### src/rtl/cis_pkg.sv
// Functional notes
// - during a forms operation a low paper-exhausted input sets end-of-paper status
// - ready button pressed when open contact reads low and closed contact high
// - each keyboard character line is active low; low gives a one
// - mechanical sampling is paced by the shaft timing pulse
// - right tacho watched only while right select high; left likewise
// - photocell position pulses are counted to track the carrier
// - each counted position pulse decrements the stored carrier position by one
// - a delay suppresses the position count signal for 12.5 ms
// - single-position move masks count-is-one for 10 ms and sets single-step flag
// - operate-carrier asserted only when the received carrier word is nonzero
// - carrier-word indication raised when a carrier word arrives on info lines
// - carrier buffer flags remaining count equal to one
// - carrier buffer flags remaining count less than or equal to six
// - end-of-paper reported in status word bit 2
// - keyboard-ready status bit 12 is one while key data interrupt is set
// - status bit 14 set when a key arrives before the previous one left
package cis_pkg;

  // ==========================================================================
  // register bus
  // ==========================================================================
  localparam int          ADDR_W         = 4;
  localparam int          DATA_W         = 16;
  localparam logic [3:0]  REG_STATUS     = 4'h0;
  localparam logic [3:0]  REG_KEY_DATA   = 4'h1;
  localparam logic [3:0]  REG_CONTROL    = 4'h2;
  localparam logic [3:0]  REG_CARRIER    = 4'h3;
  localparam logic [3:0]  REG_CARR_STAT  = 4'h4;
  localparam logic [3:0]  REG_IRQ_STAT   = 4'h5;
  localparam logic [3:0]  REG_IRQ_CLEAR  = 4'h6;
  localparam logic [3:0]  REG_IRQ_ENABLE = 4'h7;

  // ==========================================================================
  // field positions
  // ==========================================================================
  localparam int STAT_EOP_BIT     = 1;   // status word bit 2
  localparam int STAT_KEY_RDY_BIT = 11;  // status word bit 12
  localparam int STAT_READY_BIT   = 12;  // status word bit 13
  localparam int STAT_MISSED_BIT  = 13;  // status word bit 14
  localparam int CTL_FORMS_BIT    = 0;
  localparam int CTL_KBD_EN_BIT   = 1;
  localparam int CTL_CLR_MISS_BIT = 2;
  localparam int IRQ_W            = 5;
  localparam int EV_KEY           = 0;
  localparam int EV_MISSED        = 1;
  localparam int EV_EOP           = 2;
  localparam int EV_READY         = 3;
  localparam int EV_CARR_DONE     = 4;
  localparam int CARR_W           = 8;

  // ==========================================================================
  // reset values and synchroniser layout
  // ==========================================================================
  localparam logic        RST_KBD_EN     = 1'b1;
  localparam logic [4:0]  RST_IRQ_EN     = 5'h00;
  localparam int          SYNC_W         = 18;

  // ==========================================================================
  // timing
  // ==========================================================================
  localparam int CLK_PERIOD_NS   = 100;
  localparam int INHIBIT_TIME_US = 12500;  // 12.5 ms
  localparam int MASK_TIME_MS    = 10;
  localparam int INHIBIT_CYCLES  = INHIBIT_TIME_US * 1000 / CLK_PERIOD_NS;
  localparam int MASK_CYCLES     = MASK_TIME_MS * 1000000 / CLK_PERIOD_NS;
  localparam int DELAY_CNT_W     = 17;

endpackage

### src/rtl/cis_sync.sv
`timescale 1ns/1ps
module cis_sync #(
  parameter int WIDTH = cis_pkg::SYNC_W
) (
  // clock and reset
  input  wire logic             core_clk,
  input  wire logic             reset,
  // raw and synchronised levels
  input  wire logic [WIDTH-1:0] async_in,
  output logic      [WIDTH-1:0] sync_out
);
  import cis_pkg::*;

  typedef struct packed {
    logic [WIDTH-1:0] meta;
    logic [WIDTH-1:0] stable;
  } cis_sync_s;

  cis_sync_s s_q;
  cis_sync_s s_d;

  // first stage feeds only the second stage
  always_comb begin
    s_d        = s_q;
    s_d.meta   = async_in;
    s_d.stable = s_q.meta;
  end

  always_ff @(posedge core_clk or posedge reset) begin
    if (reset) begin
      s_q <= '0;
    end else begin
      s_q <= s_d;
    end
  end

  assign sync_out = s_q.stable;

endmodule

### src/rtl/cis_delay.sv
`timescale 1ns/1ps
module cis_delay #(
  parameter int CYCLES = 100
) (
  // clock and reset
  input  wire logic core_clk,
  input  wire logic reset,
  // control
  input  wire logic start,
  output logic      busy
);
  import cis_pkg::*;

  typedef struct packed {
    logic                   busy;
    logic [DELAY_CNT_W-1:0] cnt;
  } cis_delay_s;

  cis_delay_s s_q;
  cis_delay_s s_d;

  // busy stands exactly CYCLES cycles; a new start restarts the window
  always_comb begin
    s_d = s_q;
    if (start) begin
      s_d.busy = 1'b1;
      s_d.cnt  = DELAY_CNT_W'(CYCLES - 1);
    end else if (s_q.busy) begin
      if (s_q.cnt == '0) begin
        s_d.busy = 1'b0;
      end else begin
        s_d.cnt = s_q.cnt - 1'b1;
      end
    end
  end

  always_ff @(posedge core_clk or posedge reset) begin
    if (reset) begin
      s_q <= '0;
    end else begin
      s_q <= s_d;
    end
  end

  assign busy = s_q.busy;

endmodule

### src/rtl/cis_top.sv
`timescale 1ns/1ps
module cis_top #(
  parameter int INHIBIT_CYC = cis_pkg::INHIBIT_CYCLES,
  parameter int MASK_CYC    = cis_pkg::MASK_CYCLES
) (
  // clock and reset
  input  wire logic                        core_clk,
  input  wire logic                        reset,
  // register port
  input  wire logic [cis_pkg::ADDR_W-1:0]  reg_addr,
  input  wire logic [cis_pkg::DATA_W-1:0]  memory_info_lines,
  input  wire logic                        reg_write,
  input  wire logic                        reg_read,
  output logic      [cis_pkg::DATA_W-1:0]  external_bus_bits,
  output logic                             irq,
  // keyboard
  input  wire logic [7:0]                  key_char_bits_n,
  input  wire logic                        key_char_strobe,
  output logic                             key_data_interrupt,
  output logic                             key_interrupt_missed_n,
  // switches and paper
  input  wire logic                        paper_exhausted_n,
  input  wire logic                        ready_switch_open_contact,
  input  wire logic                        ready_switch_closed_contact_n,
  input  wire logic                        shaft_timing_pulse,
  // tachometer
  input  wire logic                        tacho_right_select,
  input  wire logic                        tacho_left_select,
  input  wire logic                        tacho_right_out,
  input  wire logic                        tacho_left_out,
  output logic                             tacho_feedback,
  // carrier
  input  wire logic                        carrier_photocell_pulse_n,
  output logic                             carrier_word_present,
  output logic                             operate_carrier,
  output logic                             carrier_position_decrement_n,
  output logic                             count_inhibit_delay_n,
  output logic                             carrier_count_is_one,
  output logic                             carrier_count_le_six,
  output logic                             single_step_flag
);
  import cis_pkg::*;

  // ==========================================================================
  // state
  // ==========================================================================
  typedef struct packed {
    logic              strb_prev;
    logic              shaft_prev;
    logic              photo_prev_n;
    logic [7:0]        key_buf;
    logic              key_int;
    logic              key_missed_n;
    logic              kbd_en;
    logic              forms_act;
    logic              eop;
    logic              ready;
    logic              tacho_fb;
    logic [CARR_W-1:0] carr_cnt;
    logic              carr_word;
    logic              op_carr;
    logic              dec_n;
    logic              single_step;
    logic              inh_start;
    logic              mask_start;
    logic              inh_n;
    logic              eq1;
    logic              le6;
    logic [IRQ_W-1:0]  irq_stat;
    logic [IRQ_W-1:0]  irq_en;
    logic              irq;
    logic [DATA_W-1:0] rdata;
  } cis_state_s;

  cis_state_s s_q;
  cis_state_s s_d;

  // ==========================================================================
  // helpers
  // ==========================================================================
  // register select, used by the write strobes and the key-data read
  function automatic logic reg_hit(input logic [ADDR_W-1:0] a, input logic [3:0] idx);
    reg_hit = (a == idx);
  endfunction

  function automatic logic cnt_is_one(input logic [CARR_W-1:0] c);
    cnt_is_one = (c == CARR_W'(1));
  endfunction

  function automatic logic cnt_le_six(input logic [CARR_W-1:0] c);
    cnt_le_six = (c <= CARR_W'(6));
  endfunction

  // ==========================================================================
  // synchronisers and delays
  // ==========================================================================
  logic [SYNC_W-1:0] raw_in;
  logic [SYNC_W-1:0] sync_in;
  logic [7:0]        key_bits_s;
  logic              key_strobe_s;
  logic              paper_n_s;
  logic              ready_open_s;
  logic              ready_closed_n_s;
  logic              shaft_s;
  logic              tr_sel_s;
  logic              tl_sel_s;
  logic              tr_out_s;
  logic              tl_out_s;
  logic              photo_n_s;
  logic              inh_busy;
  logic              mask_busy;

  // every console input is brought into the clock domain first
  assign raw_in = {key_char_bits_n, key_char_strobe, paper_exhausted_n,
                   ready_switch_open_contact, ready_switch_closed_contact_n,
                   shaft_timing_pulse, tacho_right_select, tacho_left_select,
                   tacho_right_out, tacho_left_out, carrier_photocell_pulse_n};

  cis_sync #(
    .WIDTH (SYNC_W)
  ) u_sync (
    .core_clk (core_clk),
    .reset    (reset),
    .async_in (raw_in),
    .sync_out (sync_in)
  );

  assign {key_bits_s, key_strobe_s, paper_n_s, ready_open_s, ready_closed_n_s,
          shaft_s, tr_sel_s, tl_sel_s, tr_out_s, tl_out_s, photo_n_s} = sync_in;

  // count inhibit window after a carrier word
  cis_delay #(
    .CYCLES (INHIBIT_CYC)
  ) u_inhibit (
    .core_clk (core_clk),
    .reset    (reset),
    .start    (s_q.inh_start),
    .busy     (inh_busy)
  );

  // one-position mask window
  cis_delay #(
    .CYCLES (MASK_CYC)
  ) u_mask (
    .core_clk (core_clk),
    .reset    (reset),
    .start    (s_q.mask_start),
    .busy     (mask_busy)
  );

  // ==========================================================================
  // access decode and edges
  // ==========================================================================
  logic             wr_control;
  logic             wr_carrier;
  logic             wr_irq_clr;
  logic             wr_irq_en;
  logic             rd_key;
  logic             key_edge;
  logic             shaft_tick;
  logic             photo_edge;
  logic [IRQ_W-1:0] events;
  logic [CARR_W-1:0] carr_word_in;

  assign wr_control   = reg_write & reg_hit(reg_addr, REG_CONTROL);
  assign wr_carrier   = reg_write & reg_hit(reg_addr, REG_CARRIER);
  assign wr_irq_clr   = reg_write & reg_hit(reg_addr, REG_IRQ_CLEAR);
  assign wr_irq_en    = reg_write & reg_hit(reg_addr, REG_IRQ_ENABLE);
  assign rd_key       = reg_read & reg_hit(reg_addr, REG_KEY_DATA);
  assign carr_word_in = memory_info_lines[CARR_W-1:0];

  // edges look only at second-stage outputs and their own history
  assign key_edge   = key_strobe_s & ~s_q.strb_prev;
  assign shaft_tick = shaft_s & ~s_q.shaft_prev;
  assign photo_edge = ~photo_n_s & s_q.photo_prev_n;

  // ==========================================================================
  // next state
  // ==========================================================================
  always_comb begin
    s_d              = s_q;
    events           = '0;
    s_d.strb_prev    = key_strobe_s;
    s_d.shaft_prev   = shaft_s;
    s_d.photo_prev_n = photo_n_s;

    // control register
    if (wr_control) begin
      s_d.forms_act = memory_info_lines[CTL_FORMS_BIT];
      s_d.kbd_en    = memory_info_lines[CTL_KBD_EN_BIT];
      if (memory_info_lines[CTL_CLR_MISS_BIT]) begin
        s_d.key_missed_n = 1'b1;
      end
    end

    // keyboard: reading the data register clears the key interrupt
    if (rd_key) begin
      s_d.key_int = 1'b0;
    end
    if (key_edge && s_q.kbd_en) begin
      if (s_q.key_int && !rd_key) begin
        s_d.key_missed_n = 1'b0;
        events[EV_MISSED] = 1'b1;
      end else begin
        s_d.key_buf = ~key_bits_s;
        s_d.key_int = 1'b1;
        events[EV_KEY] = 1'b1;
      end
    end

    // end of paper is only meaningful while forms run
    if (!s_q.forms_act) begin
      s_d.eop = 1'b0;
    end else if (!paper_n_s) begin
      s_d.eop = 1'b1;
      events[EV_EOP] = ~s_q.eop;
    end

    // switch and tacho sampled on the shaft timing tick, which also filters bounce
    if (shaft_tick) begin
      s_d.ready    = ~ready_open_s & ready_closed_n_s;
      events[EV_READY] = s_d.ready & ~s_q.ready;
      s_d.tacho_fb = (tr_sel_s & tr_out_s) | (tl_sel_s & tl_out_s);
    end

    // carrier word load and position counting
    s_d.carr_word  = 1'b0;
    s_d.inh_start  = 1'b0;
    s_d.mask_start = 1'b0;
    s_d.dec_n      = 1'b1;
    if (wr_carrier) begin
      s_d.carr_cnt    = carr_word_in;
      s_d.carr_word   = 1'b1;
      s_d.op_carr     = (carr_word_in != '0);
      s_d.inh_start   = 1'b1;
      s_d.single_step = cnt_is_one(carr_word_in);
      s_d.mask_start  = cnt_is_one(carr_word_in);
    end else if (photo_edge && !inh_busy && s_q.carr_cnt != '0) begin
      // pulses in the inhibit window are dropped, not deferred
      s_d.carr_cnt = s_q.carr_cnt - 1'b1;
      s_d.dec_n    = 1'b0;
      if (s_q.carr_cnt == CARR_W'(1)) begin
        s_d.op_carr = 1'b0;
        events[EV_CARR_DONE] = 1'b1;
      end
    end
    s_d.inh_n = ~inh_busy;
    s_d.eq1   = cnt_is_one(s_d.carr_cnt) & ~mask_busy & ~s_d.mask_start & ~s_q.mask_start;
    s_d.le6   = cnt_le_six(s_d.carr_cnt);

    // interrupts: clear first so a same-cycle event survives
    if (wr_irq_clr) begin
      s_d.irq_stat = s_q.irq_stat & ~memory_info_lines[IRQ_W-1:0];
    end
    s_d.irq_stat = s_d.irq_stat | events;
    if (wr_irq_en) begin
      s_d.irq_en = memory_info_lines[IRQ_W-1:0];
    end
    s_d.irq = |(s_d.irq_stat & s_d.irq_en);

    // read data stands one cycle only
    s_d.rdata = '0;
    if (reg_read) begin
      case (reg_addr)
        REG_STATUS: begin
          s_d.rdata[STAT_EOP_BIT]     = s_q.eop;
          s_d.rdata[STAT_KEY_RDY_BIT] = s_q.key_int;
          s_d.rdata[STAT_READY_BIT]   = s_q.ready;
          s_d.rdata[STAT_MISSED_BIT]  = ~s_q.key_missed_n;
        end
        REG_KEY_DATA: begin
          s_d.rdata[7:0] = s_q.key_buf;
        end
        REG_CONTROL: begin
          s_d.rdata[CTL_FORMS_BIT]  = s_q.forms_act;
          s_d.rdata[CTL_KBD_EN_BIT] = s_q.kbd_en;
        end
        REG_CARRIER: begin
          s_d.rdata[CARR_W-1:0] = s_q.carr_cnt;
        end
        REG_CARR_STAT: begin
          s_d.rdata[5:0] = {s_q.tacho_fb, s_q.single_step, s_q.le6,
                            s_q.eq1, ~s_q.inh_n, s_q.op_carr};
        end
        REG_IRQ_STAT: begin
          s_d.rdata[IRQ_W-1:0] = s_q.irq_stat;
        end
        REG_IRQ_ENABLE: begin
          s_d.rdata[IRQ_W-1:0] = s_q.irq_en;
        end
        default: begin
          s_d.rdata = '0;
        end
      endcase
    end
  end

  // ==========================================================================
  // state register
  // ==========================================================================
  always_ff @(posedge core_clk or posedge reset) begin
    if (reset) begin
      s_q              <= '0;
      s_q.key_missed_n <= 1'b1;
      s_q.kbd_en       <= RST_KBD_EN;
      s_q.dec_n        <= 1'b1;
      s_q.inh_n        <= 1'b1;
      // photo history resets low like the synchroniser, so no false edge
      s_q.le6          <= 1'b1;
      s_q.irq_en       <= RST_IRQ_EN;
    end else begin
      s_q <= s_d;
    end
  end

  // ==========================================================================
  // outputs, all straight from flops
  // ==========================================================================
  assign external_bus_bits            = s_q.rdata;
  assign irq                          = s_q.irq;
  assign key_data_interrupt           = s_q.key_int;
  assign key_interrupt_missed_n       = s_q.key_missed_n;
  assign tacho_feedback               = s_q.tacho_fb;
  assign carrier_word_present         = s_q.carr_word;
  assign operate_carrier              = s_q.op_carr;
  assign carrier_position_decrement_n = s_q.dec_n;
  assign count_inhibit_delay_n        = s_q.inh_n;
  assign carrier_count_is_one         = s_q.eq1;
  assign carrier_count_le_six         = s_q.le6;
  assign single_step_flag             = s_q.single_step;

endmodule

### config.mk
export PLATFORM = sky130hd
export DESIGN_NAME = cis_top
export DESIGN_NICKNAME = d
export VERILOG_FILES = /design/src/rtl/cis_pkg.sv /design/src/rtl/cis_sync.sv /design/src/rtl/cis_delay.sv /design/src/rtl/cis_top.sv
export SDC_FILE = /design/constraint.sdc
export NUM_CORES = 1
export LEC_CHECK = 0
export ABC_CLOCK_PERIOD_IN_PS = 5800
export BUFFER_PORTS_ARGS = -buffer_cell sky130_fd_sc_hd__buf_4
export CAP_MARGIN = 20
export CORE_ASPECT_RATIO = 0.9
export CORE_MARGIN = 3
export CORE_UTILIZATION = 45
export CTS_BUF_LIST = sky130_fd_sc_hd__clkbuf_4 sky130_fd_sc_hd__clkbuf_8 sky130_fd_sc_hd__clkbuf_16
export DETAILED_ROUTE_END_ITERATION = 7
export SYNTH_ARGS = -nofsm -noshare
export SYNTH_HDL_FRONTEND = slang
export SYNTH_SLANG_ARGS = --single-unit
### constraint.sdc
create_clock -name core_clk -period 5.8 [get_ports core_clk]
set_input_delay 1.16 -clock core_clk [delete_from_list [all_inputs] [get_ports core_clk]]
set_output_delay 1.16 -clock core_clk [all_outputs]
set_load 0.02 [all_outputs]
Word level (Yosys, flattened, before mapping). Index checks and enable logic that the tools add are counted.

Register bits: 134. Bits of input ports: 42. Word-level logic and storage cells: 144.

$add $sub $neg: 3. Magnitude comparators: 1. Eq/ne operators: 13. Multiplexer cells: 42. Bitwise gates (word level): 34. Reductions and logical operators: 20.

Operators by type and width (number): $mux W18 (4); $logic_not A17 Y1 (2); $mux W17 (2); $sub A17 B1 Y17 const B (2); $eq A8 B1 Y1 const B (3); $mux W1 (20); $eq A4 B3 Y1 const B (4); $mux W8 (2); $reduce_bool A8 Y1 (2); $and A1 B1 Y1 (15); $pmux W3 S5 (1); $mux W14 (1); $not A1 Y1 (13); $and A5 B5 Y5 (2); $mux W5 (2); $eq A4 B2 Y1 const B (2); $le A8 B3 Y1 const B (1); $mux W2 (4); $not A8 Y8 (1); $reduce_and A2 Y1 (4); $reduce_bool A2 Y1 (4); $sub A8 B1 Y8 const B (1); $pmux W1 S7 (1); $mux W3 (2); other kinds (12) (18).

Depth between registers and ports, before layout.
Word-level depth: 10. Gate-level depth with buffers: 8.

Cells and area by module. A second synthesis with hierarchy kept.

Cell total of the unflattened synthesis: 508. Area, all modules: 5736.8 µm².

Modules (own cells, without submodules): cis_top (times used 1, cells an instance 260, area each 2777.7 µm², sequential area each 1407.6 µm²); cis_delay (u_mask) (times used 1, cells an instance 109, area each 1049.8 µm², sequential area each 450.4 µm²); cis_delay (u_inhibit) (times used 1, cells an instance 102, area each 1004.7 µm², sequential area each 450.4 µm²); cis_sync (times used 1, cells an instance 37, area each 904.6 µm², sequential area each 900.9 µm²).

Least setup slack after synthesis. No wires, ideal clock.

Path type: input to register. From: input port reg_addr[1] (netlist bit). To: register s_q, in the netlist irq. Setup time: 0.129 ns. Arrival time: 2.587 ns. Slack: 3.084 ns. Stages on the path: 7. Buffers on the path: 1. Cell sequence: buf_2 > nand2_1 > nor2_1 > nand2_1 > mux2_2 > a21boi_1 > a2111o_1.

RTL lines: from (decl) (line cis_top.sv:10) `input wire logic [cis_pkg::ADDR_W-1:0] reg_addr,`; to (decl) (line cis_top.sv:75) `cis_state_s s_q;`.

==> results by stage <==
Outcome:
- The run finished with clean final reports.

Global routing:
- The number of global-route vias before repair is 3,604.
- The overall overflow remaining after global route is 0.
- The maximum number of pins on one net before global-route repair is 74.
- The overall global routing resource usage is 17.5%.
- The initial antenna violation count is 0.
- The global-route wire length before repair is 18,000 um.

STA:
- The final total negative setup slack is 0 ns.
- Dividing the final minimum period by the clock period gives 50.2%.
- Based on the critical path, the design can be clocked at up to 343 MHz.
- Setup repair after global routing left no endpoint under its margin.
- The minimum clock period after layout is 2.91 ns.
- The worst pin sits at a relative slew slack of 41.4%.
- The count of final hold-check violations was 0.
- The minimum setup slack in the final design is 2.89 ns.
- The maximum clock skew at final layout is 0.0149 ns.
- The final count of negative-setup-slack endpoints is 0.
- The number of pins with negative max-slew slack in the final report is 0.
- The worst-margin pin slew is 0.878 ns.

Layout:
- Relative to the synthesized area, the layout overhead comes to 19.3%.
- The number of diodes added for antenna fixing is 0.
- In the final design database the tool counted 580 nets.
- The proportion of layout cells with a drive suffix above 1 is 21.4%.

Power and ir drop:
- In this run, flip-flops and latches consume 44.8% of the power.
- The total internal power is 1.88 mW.
- The combinational group share of total power is 16.6%.
- Net switching is 30.0% of the power.
- Across the VDD grid, the largest voltage drop is 0.275 mV.
- In this run the power spent charging and discharging nets is 803 uW.
- In this run the static leakage power is 2.99 nW.
- After layout, the design draws a total of 2.68 mW.
- The part of the total power dissipated in the clock network is 38.6%.
- Dividing total power by cell area gives a power density of 413 mW/mm^2.

CTS:
- Once the clock tree was built, the resizer swapped 0 gates to a different size.
- The level count of the clock H-tree is 4.
- The cell sitting at the root of the clock tree is a sky130_fd_sc_hd__clkbuf_16.
- For the worst-skew pair, the clock arrives at the later sink with an insertion delay of 0.41 ns.
- Clock-pin slew was measured on the worst setup and hold paths at 0.06 ns.
- In this run, CTS created clock tree buffers numbering 17.
- The largest buffer count on any clock path is 2.
- The number of clock sinks seen by CTS is 128.
- TritonCTS built the clock tree.
- The post-cts hold buffer count is 0.
- The number of setup buffers added after CTS is 0.

Routing:
- The DRC violation count after routing is 0.
- The detailed-route wire length per cell is 15.4 um.
- The number of antenna-violating nets in the routed design is 0.
- The detailed router finished its first iteration with 296 violations.
- The ratio of routed vias to standard cells is 5.16.
- The first TritonRoute pass finished after 4 iterations.
- The final wirelength is 10,800 um.
- The routed layout has 3,622 vias.

Synth:
- The post-synthesis register bit count is 128.
- For this run, the leading register cell type out of synthesis is sky130_fd_sc_hd__dfrtp_1.
- Synthesis handed over a netlist of 482 instances.
- The number of synthesized flops with an enable pin is 0.
- By area, the combinational part of the netlist is dominated by simple AND/OR/NAND/NOR gates.
- The area share of and/or/nand/nor cells after synthesis is 18.9%.
- The portion of synthesized area spent on multiplexers is 3.32%.
- The synthesized netlist devotes 8.47% of its cell area to compound gates.
- The adder and majority cell fraction of the synthesized area is 1.15%.
- The Yosys step of the flow raised 0 warnings.
- The largest area contributor in the synthesized netlist is sky130_fd_sc_hd__dfrtp_1.
- The area share of xor/xnor cells in the synthesized design is 4.84%.
- The distinct cell type count of the synthesized netlist is 66.
- The mapped netlist covers 0.00543 sq mm.
- The share of flip-flops with an asynchronous set or reset is 100%.
- For this run, the register share of the synthesized area comes to 59.1%.
- The portion of synthesized cell area occupied by the leading cell type is 56.6%.
- By area the synthesized netlist is led by sky130_fd_sc_hd__dfrtp_1 57%, sky130_fd_sc_hd__nor2_1 3.6%, sky130_fd_sc_hd__nand2_1 2.7%, sky130_fd_sc_hd__dfstp_2 2.4%, sky130_fd_sc_hd__xnor2_1 2.4%.
- The mean area per synthesized cell is 11.3 sq um.

Critical path:
- Data arrives at the worst endpoint at 3.20 ns.
- The start of the worst register-to-register path is s_q[36].
- The required time at the worst-slack endpoint is 6.09 ns.
- The kind of capture point of the worst setup path is a flop.
- The worst register-to-register path has a depth of 8.
- The worst register-to-register path ends at carrier_count_is_one.
- The critical path ends at carrier_count_is_one.
- In this run the worst setup path begins at reg_addr[1].
- The classification of the worst setup path is input port to flop.
- The largest fanout on the critical path is 18.
- For flop-to-flop paths, the worst setup slack is 3.31 ns.
- The kind of start point of the critical path is an input port.

Die:
- The die outline width is 122 um.
- The row count is 37.
- The standard cell core area is 0.0116 sq mm.
- The initial utilization of the core area, before any placement, comes to 46.8%.
- The die area is 0.0134 sq mm.
- The number of top-level pins is 69.
- The die is 110 um tall.

Place:
- The last weighted congestion value of the routability-driven placer is 0.831.
- The number of buffers added on ports is 55.
- The worst setup timing slack at the placement stage is 2.46 ns.
- The total half-perimeter wirelength after legalization and detailed placement is 7410 um.

Worst hold path:
- The worst hold path passes through 0 cells.
- The hold path startpoint is u_sync.s_d[16].
- In this run the worst hold path is classified as flop to flop.

Job:
- The number of max-cap violations is 0.
## area by class of cell
type | instances | area, sq um
fillers | 1027 | 5140
repair buffers | 57 | 428
flip-flops and latches | 128 | 3210
clock buffers | 18 | 439
clock inverters | 14 | 143
inverters | 15 | 58.8
multi-input cells | 314 | 2010
well taps | 156 | 195
## stage by stage
| step | cell area [sq um] | hold slack (ns) | util (%) | std cells |
|---|---|---|---|---|
| after floorplan | 5450 | 0.331 | - | 486 |
| after global placement | 5900 | 0.332 | 50.8 | 670 |
| after detailed placement | 5900 | 0.335 | 50.8 | 670 |
| after CTS | 6480 | 0.349 | 55.8 | 702 |
| after global routing | 6480 | 0.356 | 55.8 | 702 |
| final | 6480 | 0.347 | 55.8 | 702 |
## registers in the layout (all words and copies together) (netlist names)
register                      cells
tacho_feedback                    1
u_mask.busy                       1
count_inhibit_delay_n             1
u_mask.s_q                       17
carrier_position_decrement_n      1
u_inhibit.busy                    1
irq                               1
u_sync.sync_out                  18
u_inhibit.s_q                    17
external_bus_bits                11
operate_carrier                   1
s_q                              34
u_sync.s_d                       18
single_step_flag                  1
carrier_count_le_six              1
key_interrupt_missed_n            1
key_data_interrupt                1
carrier_word_present              1
carrier_count_is_one              1
## cells by family after synthesis
logic type                 Yosys count
muxes                               17
buffers and inverters               44
DFF                                128
adders and majority gates            5
and+or+nand+nor                    190
xor gates and xnor gates            30
AOI/OAI and AO/OA                   67
other                                1
## Yosys cell counts, types with 3 or more instances
cell type                  number
sky130_fd_sc_hd__dfrtp_1      123
sky130_fd_sc_hd__nor2_1        52
sky130_fd_sc_hd__nand2_1       39
sky130_fd_sc_hd__nand2b_1      20
sky130_fd_sc_hd__nor3_1        18
sky130_fd_sc_hd__buf_4         16
sky130_fd_sc_hd__a21oi_1       15
sky130_fd_sc_hd__inv_1         15
sky130_fd_sc_hd__o21ai_0       15
sky130_fd_sc_hd__xnor2_1       15
sky130_fd_sc_hd__xor2_1        15
sky130_fd_sc_hd__mux2i_1        9
sky130_fd_sc_hd__mux2_2         8
sky130_fd_sc_hd__nand3_1        7
sky130_fd_sc_hd__clkbuf_1       6
sky130_fd_sc_hd__dfstp_2        5
sky130_fd_sc_hd__ha_1           5
sky130_fd_sc_hd__nand4_1        5
sky130_fd_sc_hd__or3b_1         5
sky130_fd_sc_hd__buf_2          4
sky130_fd_sc_hd__nand4b_1       4
sky130_fd_sc_hd__nor2b_1        4
sky130_fd_sc_hd__o21ai_1        4
sky130_fd_sc_hd__or3_1          4
sky130_fd_sc_hd__a211o_1        3
sky130_fd_sc_hd__a21o_1         3
sky130_fd_sc_hd__a221oi_1       3
sky130_fd_sc_hd__and2_1         3
sky130_fd_sc_hd__buf_1          3
sky130_fd_sc_hd__nand3b_1       3
sky130_fd_sc_hd__nor3b_1        3
sky130_fd_sc_hd__nor4_1         3
sky130_fd_sc_hd__or4_1          3
## routing by layer
layer / GRT usage (%) / part of all wire, % / vias to the layer above
met5: 0 / 0 / -
met4: 8.32 / 2.5 / 0
met3: 4.54 / 4.4 / 20
met2: 26.5 / 46 / 84
met1: 23.7 / 47 / 1769
li1: - / - / 1749
## worst min path at each step
| stage | endpoint | slack (ns) |
|---|---|---|
| final | u_sync.sync_out[16] | 0.35 |
| after global routing | u_sync.sync_out[7] | 0.36 |
| after CTS | u_sync.sync_out[1] | 0.35 |
| after detailed placement | u_sync.sync_out[5] | 0.33 |
| after global placement | u_sync.sync_out[15] | 0.33 |
| after floorplan | u_sync.sync_out[0] | 0.33 |
## worst max-delay path, cell delays in order
cell and delay, ns:
sky130_fd_sc_hd__buf_4 0.25, sky130_fd_sc_hd__nand4_1 0.49, sky130_fd_sc_hd__inv_1 0.54, sky130_fd_sc_hd__nand2_1 0.17, sky130_fd_sc_hd__nor2_1 0.28, sky130_fd_sc_hd__nor4b_1 0.08
sky130_fd_sc_hd__and4bb_1 0.22
## layout by cell type (no fill, tap or decap), types with 5 or more instances in the layout
cell | Yosys | final
sky130_fd_sc_hd__a21oi_1 | 15 | 15
sky130_fd_sc_hd__buf_4 | 16 | 57
sky130_fd_sc_hd__clkbuf_16 | 0 | 17
sky130_fd_sc_hd__conb_1 | 1 | 5
sky130_fd_sc_hd__dfrtp_1 | 123 | 123
sky130_fd_sc_hd__dfstp_2 | 5 | 5
sky130_fd_sc_hd__ha_1 | 5 | 5
sky130_fd_sc_hd__inv_1 | 15 | 14
sky130_fd_sc_hd__inv_6 | 0 | 8
sky130_fd_sc_hd__mux2_2 | 8 | 8
sky130_fd_sc_hd__mux2i_1 | 9 | 9
sky130_fd_sc_hd__nand2_1 | 39 | 39
sky130_fd_sc_hd__nand2b_1 | 20 | 20
sky130_fd_sc_hd__nand3_1 | 7 | 7
sky130_fd_sc_hd__nand4_1 | 5 | 5
sky130_fd_sc_hd__nor2_1 | 52 | 52
sky130_fd_sc_hd__nor3_1 | 18 | 18
sky130_fd_sc_hd__o21ai_0 | 15 | 15
sky130_fd_sc_hd__or3b_1 | 5 | 5
sky130_fd_sc_hd__xnor2_1 | 15 | 15
sky130_fd_sc_hd__xor2_1 | 15 | 15
## power groups by stage
stage	Sequential (mW)	Clock [mW]	Combinational (mW)
after detailed placement	1.21	0	0.447
final	1.20	1.03	0.446
after global routing	1.22	1.10	0.507
after global placement	1.21	0	0.435
after CTS	1.20	1.06	0.451
after floorplan	1.19	0	0.327
Note: power is estimated with default switching activity, not from simulation.
